File: src/ccs_pkg.sv
// Shared constants, types and register layout of the charge cycle supervisor.
package ccs_pkg;
	// ----------------------------------------------------------------
	// Register indices; byte address is four times the index
	// ----------------------------------------------------------------
	localparam logic [3:0] REG_HIZ = 4'h0;
	localparam logic [3:0] REG_CHG_CFG = 4'h1;
	localparam logic [3:0] REG_CUR = 4'h2;
	localparam logic [3:0] REG_VREG = 4'h4;
	localparam logic [3:0] REG_TERM = 4'h5;
	localparam logic [3:0] REG_COMP = 4'h6;
	localparam logic [3:0] REG_MISC = 4'h7;
	localparam logic [3:0] REG_STAT = 4'h8;
	localparam logic [3:0] REG_FAULT = 4'h9;
	localparam logic [3:0] REG_MODE = 4'ha;
	// ----------------------------------------------------------------
	// Field positions
	// ----------------------------------------------------------------
	localparam int HIZ_BIT = 7;
	localparam int CFG_LSB = 4;
	localparam int TERM_EN_BIT = 7;
	localparam int EARLY_BIT = 6;
	localparam int TMR_EN_BIT = 3;
	localparam int DUR_LSB = 1;
	localparam int RCOMP_LSB = 5;
	localparam int CLAMP_LSB = 2;
	localparam int HALF_EN_BIT = 6;
	localparam int STAT_LSB = 4;
	localparam int CFAULT_LSB = 4;
	// ----------------------------------------------------------------
	// Reset values and codes
	// ----------------------------------------------------------------
	localparam logic [1:0] CFG_RST = 2'h1;
	localparam logic [1:0] CFG_CHARGE = 2'h1;
	localparam logic [1:0] DUR_RST = 2'h1;
	localparam logic [5:0] VREG_RST = 6'h17;
	localparam logic [1:0] ST_IDLE = 2'h0;
	localparam logic [1:0] ST_FAST = 2'h2;
	localparam logic [1:0] ST_DONE = 2'h3;
	localparam logic [1:0] CF_TIMER = 2'h3;
	// ----------------------------------------------------------------
	// Scaling and timing
	// ----------------------------------------------------------------
	localparam logic [15:0] VREG_BASE_MV = 16'h0dac;
	localparam logic [15:0] VREG_LSB_MV = 16'h0010;
	localparam logic [7:0] RCOMP_LSB_MOHM = 8'h0a;
	localparam logic [15:0] CLAMP_LSB_MV = 16'h0010;
	localparam logic [11:0] EARLY_DONE_MA = 12'h320;
	localparam int CLK_HZ = 40_000_000;
	localparam int HOUR_S = 3600;
	localparam int MIN_S = 60;
	localparam int DEF_HRS = 5;
	localparam int LOWBAT_HRS = 1;
	localparam int USB_MIN = 45;
	localparam int ALERT_US = 256;
	localparam int ALERT_CYC = (ALERT_US * (CLK_HZ / 1_000_000));
	localparam int TIMER_W = 17;
	typedef enum logic [4:0] {
		CCS_IDLE = 5'b00001,
		CCS_CHARGE = 5'b00010,
		CCS_SUSPEND = 5'b00100,
		CCS_DONE = 5'b01000,
		CCS_TFAULT = 5'b10000
	} ccs_state_t;
	typedef struct packed {
		logic vbat_above_recharge;
		logic vbat_below_low;
		logic ichg_below_term;
		logic iin_reg;
		logic vin_reg;
		logic therm_reg;
	} ccs_batt_t;
	typedef struct packed {
		logic above_undervoltage_lockout;
		logic above_bat;
		logic below_ovp;
		logic not_poor;
		logic usb100;
	} ccs_src_t;
endpackage : ccs_pkg

File: src/ccs_timer.sv
// Seconds counter with half-rate option used for the charge timers.
`timescale 1ns/1ps
`default_nettype none
module ccs_timer #(
	parameter int W = 17
) (
	input wire logic pclk,
	input wire logic presetn,
	input wire logic clear,
	input wire logic run,
	input wire logic tick,
	input wire logic half,
	input wire logic [W-1:0] limit,
	output logic expired
);
	logic [W-1:0] count;
	logic phase;
	logic step;
	assign step = run && tick && (!half || phase);
	always_ff @(posedge pclk or negedge presetn) begin
		if (!presetn) begin
			phase <= 1'b0;
		end else if (clear) begin
			phase <= 1'b0;
		end else if (run && tick && half) begin
			phase <= !phase;
		end
	end
	always_ff @(posedge pclk or negedge presetn) begin
		if (!presetn) begin
			count <= '0;
			expired <= 1'b0;
		end else if (clear) begin
			count <= '0;
			expired <= 1'b0;
		end else begin
			expired <= 1'b0;
			if (step) begin
				if (count + 1'b1 >= limit) begin
					count <= '0;
					expired <= 1'b1;
				end else begin
					count <= count + 1'b1;
				end
			end
		end
	end
endmodule : ccs_timer
`default_nettype wire

File: src/ccs_supervisor.sv
// Charge cycle supervisor: regulation target, thermistor checks, timers, alert.
// What this block does
// - Raise regulation by min(current*resistance, clamp).
// - Watch both thermistor inputs independently.
// - Start charging only inside start window.
// - Suspend outside run window; resume in start.
// - Report thermistor states in fault field, alert.
// - Terminate on voltage high, current low.
// - Termination sets status done and alerts.
// - No termination during any regulation loop.
// - No termination while termination enable zero.
// - Early done indication below 800 mA.
// - Default mode: 5 h timer sets high impedance.
// - Host mode: programmed timer clears high impedance.
// - Low battery limits safety timer to 1 h.
// - Timer expiry loads timer fault, alerts.
// - Safety timer stops while disabled.
// - Four events restart the safety timer.
// - Half rate during regulation or reduced current.
// - USB 100 mA source limited to 45 minutes in default mode.
// - Power good low when four conditions hold.
// - Each alert is one 256 us low pulse.
// - Faults latched until read; fault alerts held off.
`timescale 1ns/1ps
`default_nettype none
module ccs_supervisor import ccs_pkg::*; #(
	parameter int TICK_CYCLES = CLK_HZ,
	parameter int ALERT_CYCLES = ALERT_CYC,
	parameter int SAFE_HRS0 = 5,
	parameter int SAFE_HRS1 = 8,
	parameter int SAFE_HRS2 = 12,
	parameter int SAFE_HRS3 = 20
) (
	input wire logic pclk,
	input wire logic presetn,
	input wire logic psel,
	input wire logic penable,
	input wire logic pwrite,
	input wire logic [11:0] paddr,
	input wire logic [31:0] pwdata,
	output logic [31:0] prdata,
	output logic pready,
	output logic pslverr,
	input wire logic chg_enable_n,
	input wire ccs_batt_t batt,
	input wire ccs_src_t src,
	input wire logic [11:0] ichg_ma,
	input wire logic [1:0] ts_cold,
	input wire logic [1:0] ts_hot_start,
	input wire logic [1:0] ts_hot_cut,
	output logic [15:0] vreg_mv,
	output logic charge_on,
	output logic battery_switch_on,
	output logic buck_enable,
	output logic charge_done_ind,
	output logic power_good_pin_n,
	output logic alert_n
);
	// ----------------------------------------------------------------
	// Register file
	// ----------------------------------------------------------------
	logic input_high_impedance_bit, reduced_current_bit, host_mode;
	logic term_en, early_done, timer_en, half_en;
	logic [1:0] chg_cfg, timer_dur, chg_stat, chg_fault;
	logic [5:0] vreg_code;
	logic [2:0] rcomp, clamp, ts_fault;
	logic [7:0] fault_reg;
	logic fault_pending;
	logic [3:0] idx;
	logic mapped, wr_done, rd_fault;
	assign idx = paddr[5:2];
	assign mapped = (paddr[11:6] == 6'h00) && (paddr[1:0] == 2'h0) && (idx <= REG_MODE)
		&& (idx != 4'h3);
	assign wr_done = psel && penable && pready && pwrite && mapped;
	assign rd_fault = psel && penable && pready && !pwrite && mapped && (idx == REG_FAULT);
	always_ff @(posedge pclk or negedge presetn) begin
		if (!presetn) begin
			pready <= 1'b0;
			pslverr <= 1'b0;
			prdata <= '0;
		end else begin
			pready <= psel && !penable;
			pslverr <= psel && !penable && !mapped;
			prdata <= '0;
			if (psel && !penable && !pwrite && mapped) begin
				unique case (idx)
					REG_HIZ: prdata[HIZ_BIT] <= input_high_impedance_bit;
					REG_CHG_CFG: prdata[CFG_LSB+:2] <= chg_cfg;
					REG_CUR: prdata[0] <= reduced_current_bit;
					REG_VREG: prdata[7:2] <= vreg_code;
					REG_TERM: prdata[7:0] <= {term_en, early_done, 2'h0, timer_en, timer_dur,
						1'b0};
					REG_COMP: prdata[7:2] <= {rcomp, clamp};
					REG_MISC: prdata[HALF_EN_BIT] <= half_en;
					REG_STAT: prdata[7:0] <= {2'h0, chg_stat, 2'h0, batt.therm_reg,
						!power_good_pin_n};
					REG_FAULT: prdata[7:0] <= fault_reg;
					default: prdata[0] <= host_mode;
				endcase
			end
		end
	end
	always_ff @(posedge pclk or negedge presetn) begin
		if (!presetn) begin
			chg_cfg <= CFG_RST;
			reduced_current_bit <= 1'b0;
			vreg_code <= VREG_RST;
			{term_en, early_done, timer_en, timer_dur} <= {1'b1, 1'b0, 1'b1, DUR_RST};
			{rcomp, clamp} <= 6'h00;
			half_en <= 1'b1;
			host_mode <= 1'b0;
		end else if (wr_done) begin
			unique case (idx)
				REG_CHG_CFG: chg_cfg <= pwdata[CFG_LSB+:2];
				REG_CUR: reduced_current_bit <= pwdata[0];
				REG_VREG: vreg_code <= pwdata[7:2];
				REG_TERM: begin
					term_en <= pwdata[TERM_EN_BIT];
					early_done <= pwdata[EARLY_BIT];
					timer_en <= pwdata[TMR_EN_BIT];
					timer_dur <= pwdata[DUR_LSB+:2];
				end
				REG_COMP: {rcomp, clamp} <= pwdata[7:2];
				REG_MISC: half_en <= pwdata[HALF_EN_BIT];
				REG_MODE: host_mode <= pwdata[0];
				default: ;
			endcase
		end
	end
	// ----------------------------------------------------------------
	// Regulation target
	// ----------------------------------------------------------------
	logic [19:0] comp_prod;
	logic [15:0] comp_mv, clamp_mv, base_mv;
	assign comp_prod = 20'(ichg_ma) * (20'(rcomp) * 20'(RCOMP_LSB_MOHM));
	assign comp_mv = 16'(comp_prod / 20'd1000);
	assign clamp_mv = 16'(clamp * CLAMP_LSB_MV);
	assign base_mv = 16'(VREG_BASE_MV + vreg_code * VREG_LSB_MV);
	always_ff @(posedge pclk or negedge presetn) begin
		if (!presetn) begin
			vreg_mv <= VREG_BASE_MV;
		end else begin
			vreg_mv <= 16'(base_mv + ((comp_mv < clamp_mv) ? comp_mv : clamp_mv));
		end
	end
	// ----------------------------------------------------------------
	// Thermistor windows
	// ----------------------------------------------------------------
	logic [1:0] in_start, in_run;
	logic ts_start_ok, ts_run_ok;
	genvar g;
	generate
		for (g = 0; g < 2; g++) begin : g_ts
			assign in_start[g] = !ts_cold[g] && !ts_hot_start[g];
			assign in_run[g] = !ts_cold[g] && !ts_hot_cut[g];
		end
	endgenerate
	assign ts_start_ok = &in_start;
	assign ts_run_ok = &in_run;
	// ----------------------------------------------------------------
	// Charge sequencing
	// ----------------------------------------------------------------
	ccs_state_t state;
	logic pg_now, chg_req, any_reg, term_ok, new_cycle, safe_exp, usb_exp;
	logic ce_prev, ce_toggled, restart;
	logic [TIMER_W-1:0] safe_limit;
	assign pg_now = src.above_undervoltage_lockout && src.above_bat && src.below_ovp && src.not_poor;
	// Host ends charging by pin or field.
	assign chg_req = !chg_enable_n && (chg_cfg == CFG_CHARGE) && pg_now &&
		!input_high_impedance_bit;
	assign any_reg = batt.iin_reg || batt.vin_reg || batt.therm_reg;
	// Termination blocked by regulation loops; and by the enable bit.
	assign term_ok = batt.vbat_above_recharge && batt.ichg_below_term && !any_reg && term_en;
	// Cycle starts only inside start window.
	assign new_cycle = chg_req && ts_start_ok && (state == CCS_IDLE ||
		(state == CCS_DONE && !batt.vbat_above_recharge));
	always_ff @(posedge pclk or negedge presetn) begin
		if (!presetn) begin
			state <= CCS_IDLE;
		end else if (!chg_req) begin
			state <= CCS_IDLE;
		end else begin
			unique case (state)
				CCS_IDLE, CCS_DONE: if (new_cycle) state <= CCS_CHARGE;
				CCS_CHARGE: begin
					if (safe_exp || usb_exp) begin
						state <= CCS_TFAULT;
					end else if (!ts_run_ok) begin
						state <= CCS_SUSPEND;
					end else if (term_ok) begin
						state <= CCS_DONE;
					end
				end
				CCS_SUSPEND: if (ts_start_ok) state <= CCS_CHARGE;
				CCS_TFAULT: if (restart) state <= CCS_IDLE;
				default: state <= CCS_IDLE;
			endcase
		end
	end
	always_ff @(posedge pclk or negedge presetn) begin
		if (!presetn) begin
			ce_prev <= 1'b1;
			ce_toggled <= 1'b0;
		end else begin
			ce_prev <= chg_enable_n;
			ce_toggled <= chg_enable_n && !ce_prev;
		end
	end
	assign restart = new_cycle || ce_toggled || (wr_done && idx == REG_CHG_CFG &&
		chg_cfg == 2'h0 && pwdata[CFG_LSB+:2] == CFG_CHARGE) || (wr_done && idx == REG_TERM &&
		!timer_en && pwdata[TMR_EN_BIT]);
	// ----------------------------------------------------------------
	// Charge timers
	// ----------------------------------------------------------------
	logic [31:0] tick_cnt;
	logic sec_tick, half_rate;
	always_ff @(posedge pclk or negedge presetn) begin
		if (!presetn) begin
			tick_cnt <= '0;
			sec_tick <= 1'b0;
		end else begin
			sec_tick <= (tick_cnt == 32'(TICK_CYCLES - 1));
			tick_cnt <= (tick_cnt == 32'(TICK_CYCLES - 1)) ? '0 : tick_cnt + 1'b1;
		end
	end
	always_comb begin
		// Default mode uses the fixed 5 h limit.
		safe_limit = TIMER_W'(DEF_HRS * HOUR_S);
		if (host_mode) begin
			unique case (timer_dur)
				2'h0: safe_limit = TIMER_W'(SAFE_HRS0 * HOUR_S);
				2'h1: safe_limit = TIMER_W'(SAFE_HRS1 * HOUR_S);
				2'h2: safe_limit = TIMER_W'(SAFE_HRS2 * HOUR_S);
				default: safe_limit = TIMER_W'(SAFE_HRS3 * HOUR_S);
			endcase
		end
		// Low battery caps at one hour.
		if (batt.vbat_below_low) begin
			safe_limit = TIMER_W'(LOWBAT_HRS * HOUR_S);
		end
	end
	// Half rate during regulation or reduced current.
	assign half_rate = half_en && (any_reg || reduced_current_bit);
	ccs_timer #(.W(TIMER_W)) u_safe (
		.pclk(pclk),
		.presetn(presetn),
		.clear(restart),
		.run(timer_en && state == CCS_CHARGE),
		.tick(sec_tick),
		.half(half_rate),
		.limit(safe_limit),
		.expired(safe_exp)
	);
	ccs_timer #(.W(TIMER_W)) u_usb (
		.pclk(pclk),
		.presetn(presetn),
		.clear(restart),
		.run(!host_mode && src.usb100 && state == CCS_CHARGE),
		.tick(sec_tick),
		.half(1'b0),
		.limit(TIMER_W'(USB_MIN * MIN_S)),
		.expired(usb_exp)
	);
	always_ff @(posedge pclk or negedge presetn) begin
		if (!presetn) begin
			input_high_impedance_bit <= 1'b0;
		end else if ((safe_exp && !host_mode) || usb_exp) begin
			// Expiry stops the buck; USB expiry too.
			input_high_impedance_bit <= 1'b1;
		end else if (safe_exp) begin
			// Host-mode expiry keeps the converter running.
			input_high_impedance_bit <= 1'b0;
		end else if (wr_done && idx == REG_HIZ) begin
			input_high_impedance_bit <= pwdata[HIZ_BIT];
		end
	end
	// ----------------------------------------------------------------
	// Status, faults and pins
	// ----------------------------------------------------------------
	logic [2:0] ts_now;
	logic [7:0] fault_now;
	logic ts_evt, done_evt, tmr_evt, fault_evt, alert_req;
	assign ts_now = (state == CCS_SUSPEND) ? {|(ts_hot_cut | ts_hot_start), !in_run[1] ||
		!in_start[1], !in_run[0] || !in_start[0]} : 3'h0;
	assign fault_now = {2'h0, chg_fault, 1'b0, ts_now};
	assign ts_evt = (state == CCS_CHARGE) && chg_req && !ts_run_ok;
	assign tmr_evt = (state == CCS_CHARGE) && chg_req && (safe_exp || usb_exp);
	assign done_evt = (state == CCS_CHARGE) && chg_req && ts_run_ok && term_ok && !safe_exp &&
		!usb_exp;
	// No fault alert before the fault read.
	assign fault_evt = (ts_evt || tmr_evt) && !fault_pending;
	assign alert_req = fault_evt || done_evt;
	always_ff @(posedge pclk or negedge presetn) begin
		if (!presetn) begin
			chg_fault <= 2'h0;
		end else if (tmr_evt) begin
			chg_fault <= CF_TIMER;
		end else if (restart) begin
			chg_fault <= 2'h0;
		end
	end
	always_ff @(posedge pclk or negedge presetn) begin
		if (!presetn) begin
			fault_reg <= 8'h00;
			fault_pending <= 1'b0;
		end else if (rd_fault) begin
			fault_reg <= fault_now;
			fault_pending <= fault_evt;
		end else begin
			fault_reg <= fault_reg | fault_now;
			fault_pending <= fault_pending || fault_evt;
		end
	end
	logic [31:0] alert_cnt;
	logic alert_queued;
	// One fixed-width low pulse per event.
	always_ff @(posedge pclk or negedge presetn) begin
		if (!presetn) begin
			alert_n <= 1'b1;
			alert_cnt <= '0;
			alert_queued <= 1'b0;
		end else if (!alert_n) begin
			alert_queued <= alert_queued || alert_req;
			alert_cnt <= alert_cnt + 1'b1;
			if (alert_cnt == 32'(ALERT_CYCLES - 1)) begin
				alert_n <= 1'b1;
			end
		end else if ((alert_req || alert_queued) && alert_cnt == '0) begin
			alert_n <= 1'b0;
			alert_queued <= 1'b0;
		end else begin
			alert_queued <= alert_queued || alert_req;
			alert_cnt <= '0;
		end
	end
	always_ff @(posedge pclk or negedge presetn) begin
		if (!presetn) begin
			chg_stat <= ST_IDLE;
			charge_on <= 1'b0;
			battery_switch_on <= 1'b1;
			buck_enable <= 1'b0;
			charge_done_ind <= 1'b0;
			power_good_pin_n <= 1'b1;
		end else begin
			chg_stat <= (state == CCS_DONE) ? ST_DONE : (state == CCS_CHARGE) ? ST_FAST :
				ST_IDLE;
			charge_on <= (state == CCS_CHARGE);
			battery_switch_on <= (state != CCS_DONE);
			buck_enable <= pg_now && !input_high_impedance_bit;
			charge_done_ind <= (state == CCS_DONE) || (state == CCS_CHARGE && early_done &&
				ichg_ma < EARLY_DONE_MA);
			power_good_pin_n <= !pg_now;
		end
	end
endmodule : ccs_supervisor
`default_nettype wire

File: config.mk
export PLATFORM = sky130hd
export DESIGN_NAME = ccs_supervisor
export DESIGN_NICKNAME = d
export VERILOG_FILES = /design/src/ccs_pkg.sv /design/src/ccs_timer.sv /design/src/ccs_supervisor.sv
export SDC_FILE = /design/constraint.sdc
export NUM_CORES = 1
export LEC_CHECK = 0
export CORE_MARGIN = 4
export CORE_UTILIZATION = 35
export CTS_CLUSTER_SIZE = 25
export DETAILED_ROUTE_END_ITERATION = 6
export DONT_BUFFER_PORTS = 1
export PLACE_DENSITY = 0.58
export SETUP_SLACK_MARGIN = 0.02
export SLEW_MARGIN = 20
export SYNTH_ARGS = -nofsm -noshare
export SYNTH_HDL_FRONTEND = slang
export SYNTH_HIERARCHICAL = 1
export SYNTH_SLANG_ARGS = --single-unit
File: constraint.sdc
create_clock -name pclk -period 11.75 [get_ports pclk]
set_input_delay 2.9375 -clock pclk [delete_from_list [all_inputs] [get_ports pclk]]
set_output_delay 2.9375 -clock pclk [all_outputs]
set_load 0.01 [all_outputs]
### Word level (Yosys, flattened, before mapping)

Index checks and enable logic that the tools add are counted.

* reduce and logical (&&, ||, !) cells: 128
* div/mod/pow operators: 1
* muxes and demuxes: 51
* shift operators: 0
* add/sub/neg operators: 6
* $lt $le $gt $ge: 5
* eq/ne operators: 27
* multipliers: 2
* bitwise logic cells: 2

Operators by type and width (count)
* $mux W17: 8
* $mux W32: 3
* $add A32 B1 Y32 const B: 2
* $logic_and A1 B1 Y1: 59
* $pmux W17 S3: 1
* $mux W5: 7
* $add A17 B1 Y17 const B: 2
* $eq A32 B14 Y1 const B: 1
* $eq A32 B26 Y1 const B: 1
* $logic_not A32 Y1: 1
* $logic_not A1 Y1: 28
* $div A19 B10 Y20 const B: 1
* $pmux W5 S4: 1
* $mul A12 B6 Y18: 1
* $reduce_and A2 Y1: 9
* $ge A17 B12 Y1 const B: 1
* $ge A17 B17 Y1: 1
* $logic_or A1 B1 Y1: 17
* $mux W1: 17
* $add A13 B16 Y16: 1
* $eq A4 B3 Y1 const B: 4
* $lt A16 B7 Y1: 1
* $mux W16: 1
* $mux W8: 2
* other kinds (36): 52

* register bits after elaboration: 178
* output and inout port bits: 56
* word-level logic and storage cells: 260
* bits in writable memories: 0
* bits of input ports: 79
* memories: 0
* bits in read-only memories: 0
* bits in latches: 0

### Logic depth before layout (Yosys ltp)

Gate-level depths: netlist of run 1.

* depth in word-level cells: 15
* gate-level depth with buffers: 49
* depth with buffers taken out: 41

### Hierarchy

Netlist of run 1, hierarchy kept.

Modules (own cells, without submodules)
* ccs_supervisor: area each 11558.6 um^2, cells each 1309, seq. area each 3379.5 um^2, instances 1
* ccs_timer (u_usb): area each 1612.8 um^2, cells each 185, seq. area each 475.5 um^2, instances 1
* ccs_timer (u_safe): area each 1595.3 um^2, cells each 181, seq. area each 475.5 um^2, instances 1

### Worst setup path after synthesis of run 1

OpenSTA, ideal clock, no wires.

* path kind: input-to-reg
* start point: input port ichg_ma[4]
* end point: register vreg_mv[9]
* path slack: -0.242 ns
* required time: 11.671 ns
* setup time: 0.079 ns
* arrival: 11.913 ns
* path buffers: 2
* stages: 39
* cell sequence: and2_1 > fa_1 > inv_1 > fa_1 > fa_1 > inv_1 > ha_1 > o21a_1 > or2_0 > a41oi_1 > xor2_2 > nor4b_4 > and2_1 > mux2i_1 > o211a_1 > buf_2 > nand3_2 > xnor2_1 > (+3 left out) > o2111ai_1 > or3_1 > buf_6 > a41oi_4 > nor3_2 > a2111o_1 > a211o_1 > o21bai_2 > a21oi_1 > ha_1 > inv_1 > fa_1 > inv_1 > a21oi_1 > o21bai_1 > a21oi_1 > o21bai_1 > xor2_1

* word-level cells in the longest chain between the ends: 5

RTL lines
* from (decl): line ccs_supervisor.sv:47 `input wire logic [11:0] ichg_ma,`
* $mul A12 B6 Y18 (*): line ccs_supervisor.sv:135 `assign comp_prod = 20'(ichg_ma) * (20'(rcomp) * 20'(RCOMP_LSB_MOHM));`
* $div A19 B10 Y20 (*): line ccs_supervisor.sv:136 `assign comp_mv = 16'(comp_prod / 20'd1000);`
* $lt A16 B7 Y1: line ccs_supervisor.sv:143 `vreg_mv <= 16'(base_mv + ((comp_mv < clamp_mv) ? comp_mv : clamp_mv));`
* $mux W16 (*): line ccs_supervisor.sv:143
* $add A13 B16 Y16 (*): line ccs_supervisor.sv:143
* to (signal assigned): line ccs_supervisor.sv:143
* to (decl): line ccs_supervisor.sv:51 `output logic [15:0] vreg_mv,`

Every way passes the cells marked *; elsewhere a longest branch is shown, timed or not.
A chain may end at the register's enable or synchronous reset.

### Worst setup path in the final report of run 1

* start point: input port ichg_ma[8]
* end point: register vreg_mv[9]

The elaborated chain is that of the path after synthesis.

==> results of run 1 <==
==> what timing repair did <==
action	CTS	global route
hold buffers	0	0
pin swaps	0	51
hold endpoints to repair	0	0
setup endpoints to repair	2	9
gates resized for setup	5	95
setup buffers	0	20
==> cell usage after synthesis, drive strengths merged, types with 27 or more instances <==
master  instances  share of area
nand2         175          0.045
dfrtp         151           0.26
nor2          139          0.036
inv           127          0.032
ha             88          0.075
a21oi          74          0.026
and2           71          0.030
o21ai          65          0.024
xnor2          65          0.040
nand3          60          0.022
xor2           51          0.032
buf            50          0.026
fa             42          0.057
nor3           42          0.016
nor4           28          0.014
clkbuf         27         0.0069
==> per-layer routing <==
metal	part of all wire	wire, um	track usage
met1	0.47	17500	0.224
met2	0.48	17700	0.261
met3	0.039	1450	0.0306
met4	0.012	430	0.0322
met5	0	0	0
==> logic make-up after synthesis <==
family | count (synthesis) | share of synthesized area
buf+inv | 204 | 0.0651
mux | 35 | 0.0272
xor+xnor | 116 | 0.0716
other cells | 2 | 0.000509
fa+ha+maj | 133 | 0.134
compound gates | 335 | 0.168
flops | 172 | 0.293
simple gates | 678 | 0.241
==> layout make-up <==
| cell class | count | area (um^2) | share of cell area |
|---|---|---|---|
| Clock buffer | 20 | 457 | 0.0256 |
| Clock inverter | 12 | 114 | 0.00638 |
| Inverter | 127 | 477 | 0.0267 |
| Multi-Input combinational cell | 1349 | 10400 | 0.580 |
| Sequential cell | 172 | 4330 | 0.243 |
| Tap cell | 532 | 666 | 0.0373 |
| Timing Repair Buffer | 191 | 1450 | 0.0810 |
==> metrics by stage <==
stage / setup WS [ns] / hold WS [ns]
2_1_floorplan: 0.0217 / 0.423
3_3_place_gp: -0.386 / 0.438
3_5_place_dp: -0.507 / 0.448
4_1_cts: 0.0577 / 0.463
5_1_grt: -0.0708 / 0.473
6_report: 0.313 / 0.458
==> power breakdown <==
part           switching [uW]  internal (uW)  leakage, uW
Clock                     249            305     0.000275
Combinational            19.0           10.2      0.00548
Sequential               1.55            595      0.00227
Total                     269            910      0.00802
==> path summary, 6_finish.rpt <==
path | from | to | slack (ns) | cells after the start
setup / recovery | ichg_ma[8] | vreg_mv[9]$_DFF_PN0_ | 0.31 | 39
hold / removal | chg_fault[0]$_DFFE_PN0P_ | fault_reg[4]$_DFF_PN0_ | 0.46 | 2
setup reg to reg | rcomp[1]$_DFFE_PN0P_ | vreg_mv[9]$_DFF_PN0_ | 1.33 | 41
hold reg to reg | chg_fault[0]$_DFFE_PN0P_ | fault_reg[4]$_DFF_PN0_ | 0.46 | 2
max in group asynchronous | presetn | vreg_mv[7]$_DFF_PN1_ | 9.18 | 0
min in group asynchronous | presetn | alert_cnt[26]$_DFFE_PN0P_ | 2.19 | 0
==> worst register-to-register path, delay by kind of cell (launching register included) <==
family	cells	cell delay, ns
compound gates	16	3.29
fa+ha+maj	8	3.23
simple gates	8	2.22
buf+inv	8	0.87
flops	1	0.60
xor+xnor	1	0.15
==> metrics.json, run 1 <==
{
  "cts_buffers": {"value": 17},
  "drtIter0Drc": {"value": 685},
  "top_regs": {"value": "alert_cnt x32, tick_cnt x32"},
  "maxCapViolations": {"value": 0},
  "cts.clk_slew.worst_paths": {"value": 0.07, "unit": "ns"},
  "fin_area": {"value": 17800, "unit": "um^2"},
  "hpwlAfterDp": {"value": 28300, "unit": "um"},
  "final_util": {"value": 0.432},
  "clock_latency": {"value": 0.45, "unit": "ns"},
  "starting_density": {"value": 0.358},
  "dp_cells": {"value": 2351},
  "proportion_of_synthesized_chip_area_in_sequential_cells": {"value": 0.293},
  "finalClockSkew": {"value": 0.0105, "unit": "ns"},
  "vias": {"value": 12531},
  "via_per_inst": {"value": 5.21},
  "mostFrequentLayoutCell": {"value": "buf_4"},
  "num_antenna_cells": {"value": 0},
  "fin_total_pwr": {"value": 1180, "unit": "uW"},
  "floorplan.die.width": {"value": 213, "unit": "um"},
  "std_cell_rows": {"value": 74},
  "setup.worst_path.start_class": {"value": "primary input"},
  "run_status": {"value": "finished, final reports clean"},
  "grt_start_max_net_pins": {"value": 173},
  "peakVddDrop": {"value": 0.0986, "unit": "mV"},
  "syn-mean-instance-area": {"value": 8.82, "unit": "um^2"},
  "required": {"value": 12.12, "unit": "ns"},
  "antenna_left": {"value": 0},
  "grt_pass1_vias": {"value": 11982},
  "timing.final.crit_period": {"value": 11.44, "unit": "ns"},
  "fin_setup_tns": {"value": 0, "unit": "ns"},
  "final-setup-viol-count": {"value": 0},
  "crit_fanout": {"value": 7},
  "ioPinCount": {"value": 135},
  "cts_root_buf": {"value": "clkbuf_16"},
  "synth.distinct_cells": {"value": 117},
  "critical_path.top_delay_family": {"value": "compound AO/OA/AOI/OAI gates"},
  "detail_route.drc_violations": {"value": 0},
  "maxClockFrequency": {"value": 0.0874, "unit": "GHz"},
  "clkSinkCount": {"value": 172},
  "fp.dieH": {"value": 213, "unit": "um"},
  "placement.io_buffers": {"value": 0},
  "report.final.slew_viol_count": {"value": 0},
  "layout_common_cells": {"value": "188 x buf_4, 171 x nand2_1, 151 x dfrtp_1"},
  "synth_area": {"value": 14800, "unit": "um^2"},
  "number_of_flops_mapped_to_enable_cells_by_yosys": {"value": 0},
  "nNetsFinal": {"value": 2067},
  "floorplan.core_area": {"value": 41300, "unit": "um^2"},
  "area_growth": {"value": 20.8, "unit": "%"},
  "crit_arrival": {"value": 11.80, "unit": "ns"},
  "dominantRegCellSynth": {"value": "dfrtp_1"},
  "timing_worst_setup_path_type": {"value": "primary input to flip-flop"},
  "yosys_warn_count": {"value": 6},
  "drive_above_1_share": {"value": 0.229},
  "place.gp.congestion": {"value": 0.835},
  "layout_worst_path_cycle_share": {"value": 0.973},
  "finalHoldViolations": {"value": 0},
  "fillers": {"value": 4004},
  "grt_antenna_before_repair": {"value": 0},
  "relSlewSlack": {"value": 0.280},
  "wl": {"value": 37100, "unit": "um"},
  "tritoncts": {"value": "built"},
  "power_density_over_cell_area": {"value": 66.1, "unit": "nW/um^2"},
  "timing_worst_slew_pin_value": {"value": 1.08, "unit": "ns"},
  "placement.cell_area": {"value": 16600, "unit": "um^2"},
  "static-leakage-power": {"value": 0.00802, "unit": "uW"},
  "grt_pass1_wl": {"value": 60300, "unit": "um"},
  "setup.worst_path.end_class": {"value": "flip-flop"},
  "max-clock-path-buffers": {"value": 2},
  "min_path_type": {"value": "flip-flop to flip-flop"},
  "htree_num_levels": {"value": 4},
  "post_synth_inst_count": {"value": 1675},
  "critical_path.slowest_cell": {"value": "or4_4"},
  "post_layout_nonfiller_instances": {"value": 2403},
  "global_route.usage.total": {"value": 0.160},
  "globalRoute.totalOverflow": {"value": 0},
  "routed_wire_length_per_instance": {"value": 15.4, "unit": "um"},
  "dieArea": {"value": 45500, "unit": "um^2"},
  "synthArstFlopShare": {"value": 1.00},
  "ffs_latches_synth": {"value": 172},
  "critical_path.n_buffers_inverters": {"value": 8},
  "critical-path-max-stage-delay": {"value": 0.57, "unit": "ns"},
  "detail_route.first_pass.iterations": {"value": 5}
}
No activity file was read; power rests on OpenSTA's default activity.
==> run 2, diff against run 1 <==
--- a/config.mk
+++ b/config.mk
@@ -6,11 +6,12 @@
 export NUM_CORES = 1
 export LEC_CHECK = 0
 export CORE_MARGIN = 4
-export CORE_UTILIZATION = 35
+export CORE_UTILIZATION = 60
 export CTS_CLUSTER_SIZE = 25
 export DETAILED_ROUTE_END_ITERATION = 6
 export DONT_BUFFER_PORTS = 1
-export PLACE_DENSITY = 0.58
+export GPL_TIMING_DRIVEN = 0
+export PLACE_DENSITY = 0.85
 export SETUP_SLACK_MARGIN = 0.02
 export SLEW_MARGIN = 20
 export SYNTH_ARGS = -nofsm -noshare
==> metrics.json, run 2 (synthesis gave the netlist of run 1 again) <==
{
  "area_growth": {"value": 16.4, "unit": "%"},
  "hpwlAfterDp": {"value": 25900, "unit": "um", "change": "-8.4%"},
  "post_cts_hold_buffers": {"value": 0, "change": "unchanged"},
  "timing_worst_setup_path_type": {"value": "primary input to flip-flop"},
  "clkSinkCount": {"value": 172, "change": "unchanged"},
  "dieArea": {"value": 27200, "unit": "um^2", "change": "-40%"},
  "maxClockFrequency": {"value": 0.0835, "unit": "GHz", "change": "-4.5%"},
  "min_path_type": {"value": "flip-flop to flip-flop"},
  "critical_path.reg2reg.startpoint": {"value": "rcomp[0]$_DFFE_PN0P_"},
  "grt_antenna_before_repair": {"value": 0, "change": "unchanged"},
  "detail_route.first_pass.iterations": {"value": 7, "change": "+2"},
  "finalHoldViolations": {"value": 0, "change": "unchanged"},
  "drive_above_1_share": {"value": 0.196, "change": "-0.0334"},
  "worstHoldEndpoint": {"value": "tick_cnt[31]$_DFF_PN0_"},
  "rsz_0062_raised_after_global_routing": {"value": "true"},
  "nNetsFinal": {"value": 2018, "change": "-2.4%"},
  "grt_pass1_vias": {"value": 12369, "change": "+3.2%"},
  "global_route.usage.total": {"value": 0.260, "change": "+0.100"},
  "failing_checks": {"value": "design-rule violations, negative setup slack"},
  "critical-path-max-stage-delay": {"value": 0.54, "unit": "ns", "change": "-0.03 ns"},
  "via_per_inst": {"value": 6.22, "change": "+19%"},
  "static-leakage-power": {"value": 0.00780, "unit": "uW", "change": "-2.7%"},
  "peakVddDrop": {"value": 0.0692, "unit": "mV", "change": "-30%"},
  "max-clock-path-buffers": {"value": 2, "change": "unchanged"},
  "power_density_over_cell_area": {"value": 68.4, "unit": "nW/um^2", "change": "+3.5%"},
  "wl": {"value": 38900, "unit": "um", "change": "+4.9%"},
  "cts_root_buf": {"value": "clkbuf_16"},
  "timing_worst_slew_pin_value": {"value": 0.980, "unit": "ns", "change": "-0.0959 ns"},
  "setup.worst_path.end_class": {"value": "flip-flop"},
  "num_antenna_cells": {"value": 0, "change": "unchanged"},
  "mostFrequentLayoutCell": {"value": "nand2_1"},
  "cts.clk_slew.worst_paths": {"value": 0.07, "unit": "ns", "change": "about the same"},
  "starting_density": {"value": 0.609, "change": "+0.251"},
  "clock_latency": {"value": 0.44, "unit": "ns", "change": "about the same"},
  "floorplan.die.width": {"value": 165, "unit": "um", "change": "-23%"},
  "relSlewSlack": {"value": 0.345, "change": "+0.0644"},
  "routed_wire_length_per_instance": {"value": 18.1, "unit": "um", "change": "+17%"},
  "ioPinCount": {"value": 135, "change": "unchanged"},
  "finalClockSkew": {"value": 0.00905, "unit": "ns", "change": "-0.00144 ns"},
  "min_delay_path_depth": {"value": 1, "change": "-1"},
  "drtIter0Drc": {"value": 1213, "change": "+77%"},
  "cpMostUsedCell": {"value": "buf_6"},
  "fin_area": {"value": 17200, "unit": "um^2", "change": "-3.7%"},
  "cts_buffers": {"value": 17, "change": "unchanged"},
  "placement.io_buffers": {"value": 0, "change": "unchanged"},
  "final_util": {"value": 0.709, "change": "+0.277"},
  "vias": {"value": 13356, "change": "+6.6%"},
  "report.final.slew_viol_count": {"value": 0, "change": "unchanged"},
  "place.gp.congestion": {"value": 0.969, "change": "+16%"},
  "floorplan.core_area": {"value": 24200, "unit": "um^2", "change": "-41%"},
  "fin_total_pwr": {"value": 1180, "unit": "uW", "change": "-0.32%"},
  "fp.dieH": {"value": 165, "unit": "um", "change": "-23%"},
  "worst-r2r-cell-count": {"value": 45, "change": "+9.8%"},
  "rr_endpoint": {"value": "vreg_mv[9]$_DFF_PN0_"},
  "timing.final.crit_period": {"value": 11.98, "unit": "ns", "change": "+0.543 ns"},
  "setup.worst_path.start_class": {"value": "primary input"},
  "hold_path_startpoint": {"value": "tick_cnt[31]$_DFF_PN0_"},
  "placement.cell_area": {"value": 15500, "unit": "um^2", "change": "-6.4%"},
  "std_cell_rows": {"value": 57, "change": "-23%"},
  "crit_arrival": {"value": 12.34, "unit": "ns", "change": "+0.54 ns"},
  "top_regs": {"value": "alert_cnt x32, tick_cnt x32"},
  "grt_pass1_wl": {"value": 58800, "unit": "um", "change": "-2.6%"},
  "run_status": {"value": "complete, but fails checks"},
  "tritoncts": {"value": "built"},
  "antenna_left": {"value": 0, "change": "unchanged"},
  "htree_num_levels": {"value": 4, "change": "unchanged"},
  "required": {"value": 12.11, "unit": "ns", "change": "about the same"},
  "internal_reg_to_reg_setup_slack": {"value": 0.66, "unit": "ns", "change": "-0.67 ns"},
  "crit_fanout": {"value": 8, "change": "+1"},
  "critical_path.slowest_cell": {"value": "fa_1"},
  "layout_common_cells": {"value": "171 x nand2_1, 151 x dfrtp_1, 133 x nor2_1"},
  "detail_route.drc_violations": {"value": 1, "change": "+1"},
  "worst_slack": {"value": -0.230, "unit": "ns", "change": "-0.543 ns"},
  "grt_start_max_net_pins": {"value": 173, "change": "unchanged"},
  "maxCapViolations": {"value": 0, "change": "unchanged"},
  "critPathLaunch": {"value": "ichg_ma[5]"},
  "layout_worst_path_cycle_share": {"value": 1.02, "change": "+0.0462"},
  "globalRoute.totalOverflow": {"value": 0, "change": "unchanged"},
  "final-setup-viol-count": {"value": 4, "change": "+4"}
}
-- run 2: worst max-delay path, delay by kind of cell --
family	cells	cell delay (ns)
AOI/OAI and AO/OA	20	4.25
buffers and inverters	10	1.17
xor gates and xnor gates	3	0.51
and+or+nand+nor	4	1.04
adders and majority gates	6	2.40
-- run 2: worst max path at each step --
stage               slack, ns               endpoint
finish                  -0.23   vreg_mv[9]$_DFF_PN0_
global route            -0.57   vreg_mv[9]$_DFF_PN0_
CTS                      0.01   vreg_mv[9]$_DFF_PN0_
detailed placement      -1.17  vreg_mv[12]$_DFF_PN0_
global placement        -0.87  vreg_mv[12]$_DFF_PN0_
floorplan                0.02   vreg_mv[9]$_DFF_PN0_
-- run 2: layer usage --
layer | wire length [um] | vias to the layer above | global-route usage
li1 | - | 6109 | -
met3 | 2800 | 188 | 0.0524
met4 | 1720 | 0 | 0.0888
met2 | 18700 | 687 | 0.432
met1 | 15700 | 6372 | 0.340
met5 | 0 | - | 0
-- run 2: area by class of cell --
class,count,area (um^2)
well taps,324,405
clock inverters,11,85.1
repair buffers,67,531
flip-flops and latches,172,4330
inverters,127,477
plain buffers,75,492
multi-input cells,1349,10400
clock buffers,21,470
fillers,1655,7070
-- run 2: per-stage QoR --
| step | hold WS (ns) | setup slack [ns] | TNS [ns] | instances |
|---|---|---|---|---|
| floorplan | 0.423 | 0.0217 | 0 | 1725 |
| global placement | 0.445 | -0.874 | -5.83 | 2049 |
| detailed placement | 0.460 | -1.17 | -8.78 | 2049 |
| CTS | 0.474 | 0.0148 | 0 | 2101 |
| global route | 0.489 | -0.567 | -2.84 | 2146 |
| finish | 0.470 | -0.230 | -0.496 | 2146 |
-- run 2: report_power, final --
part	switching (uW)	internal, uW	total [uW]
sequential	1.74	595	596
combinational	23.8	16.0	39.7
clock	249	290	539
total	275	901	1180
-- run 2: what timing repair did --
item,in CTS,in global routing
resized for setup,28,93
pin swaps,19,73
setup endpoints to repair,10,11
setup buffers,20,46
gates cloned,0,1
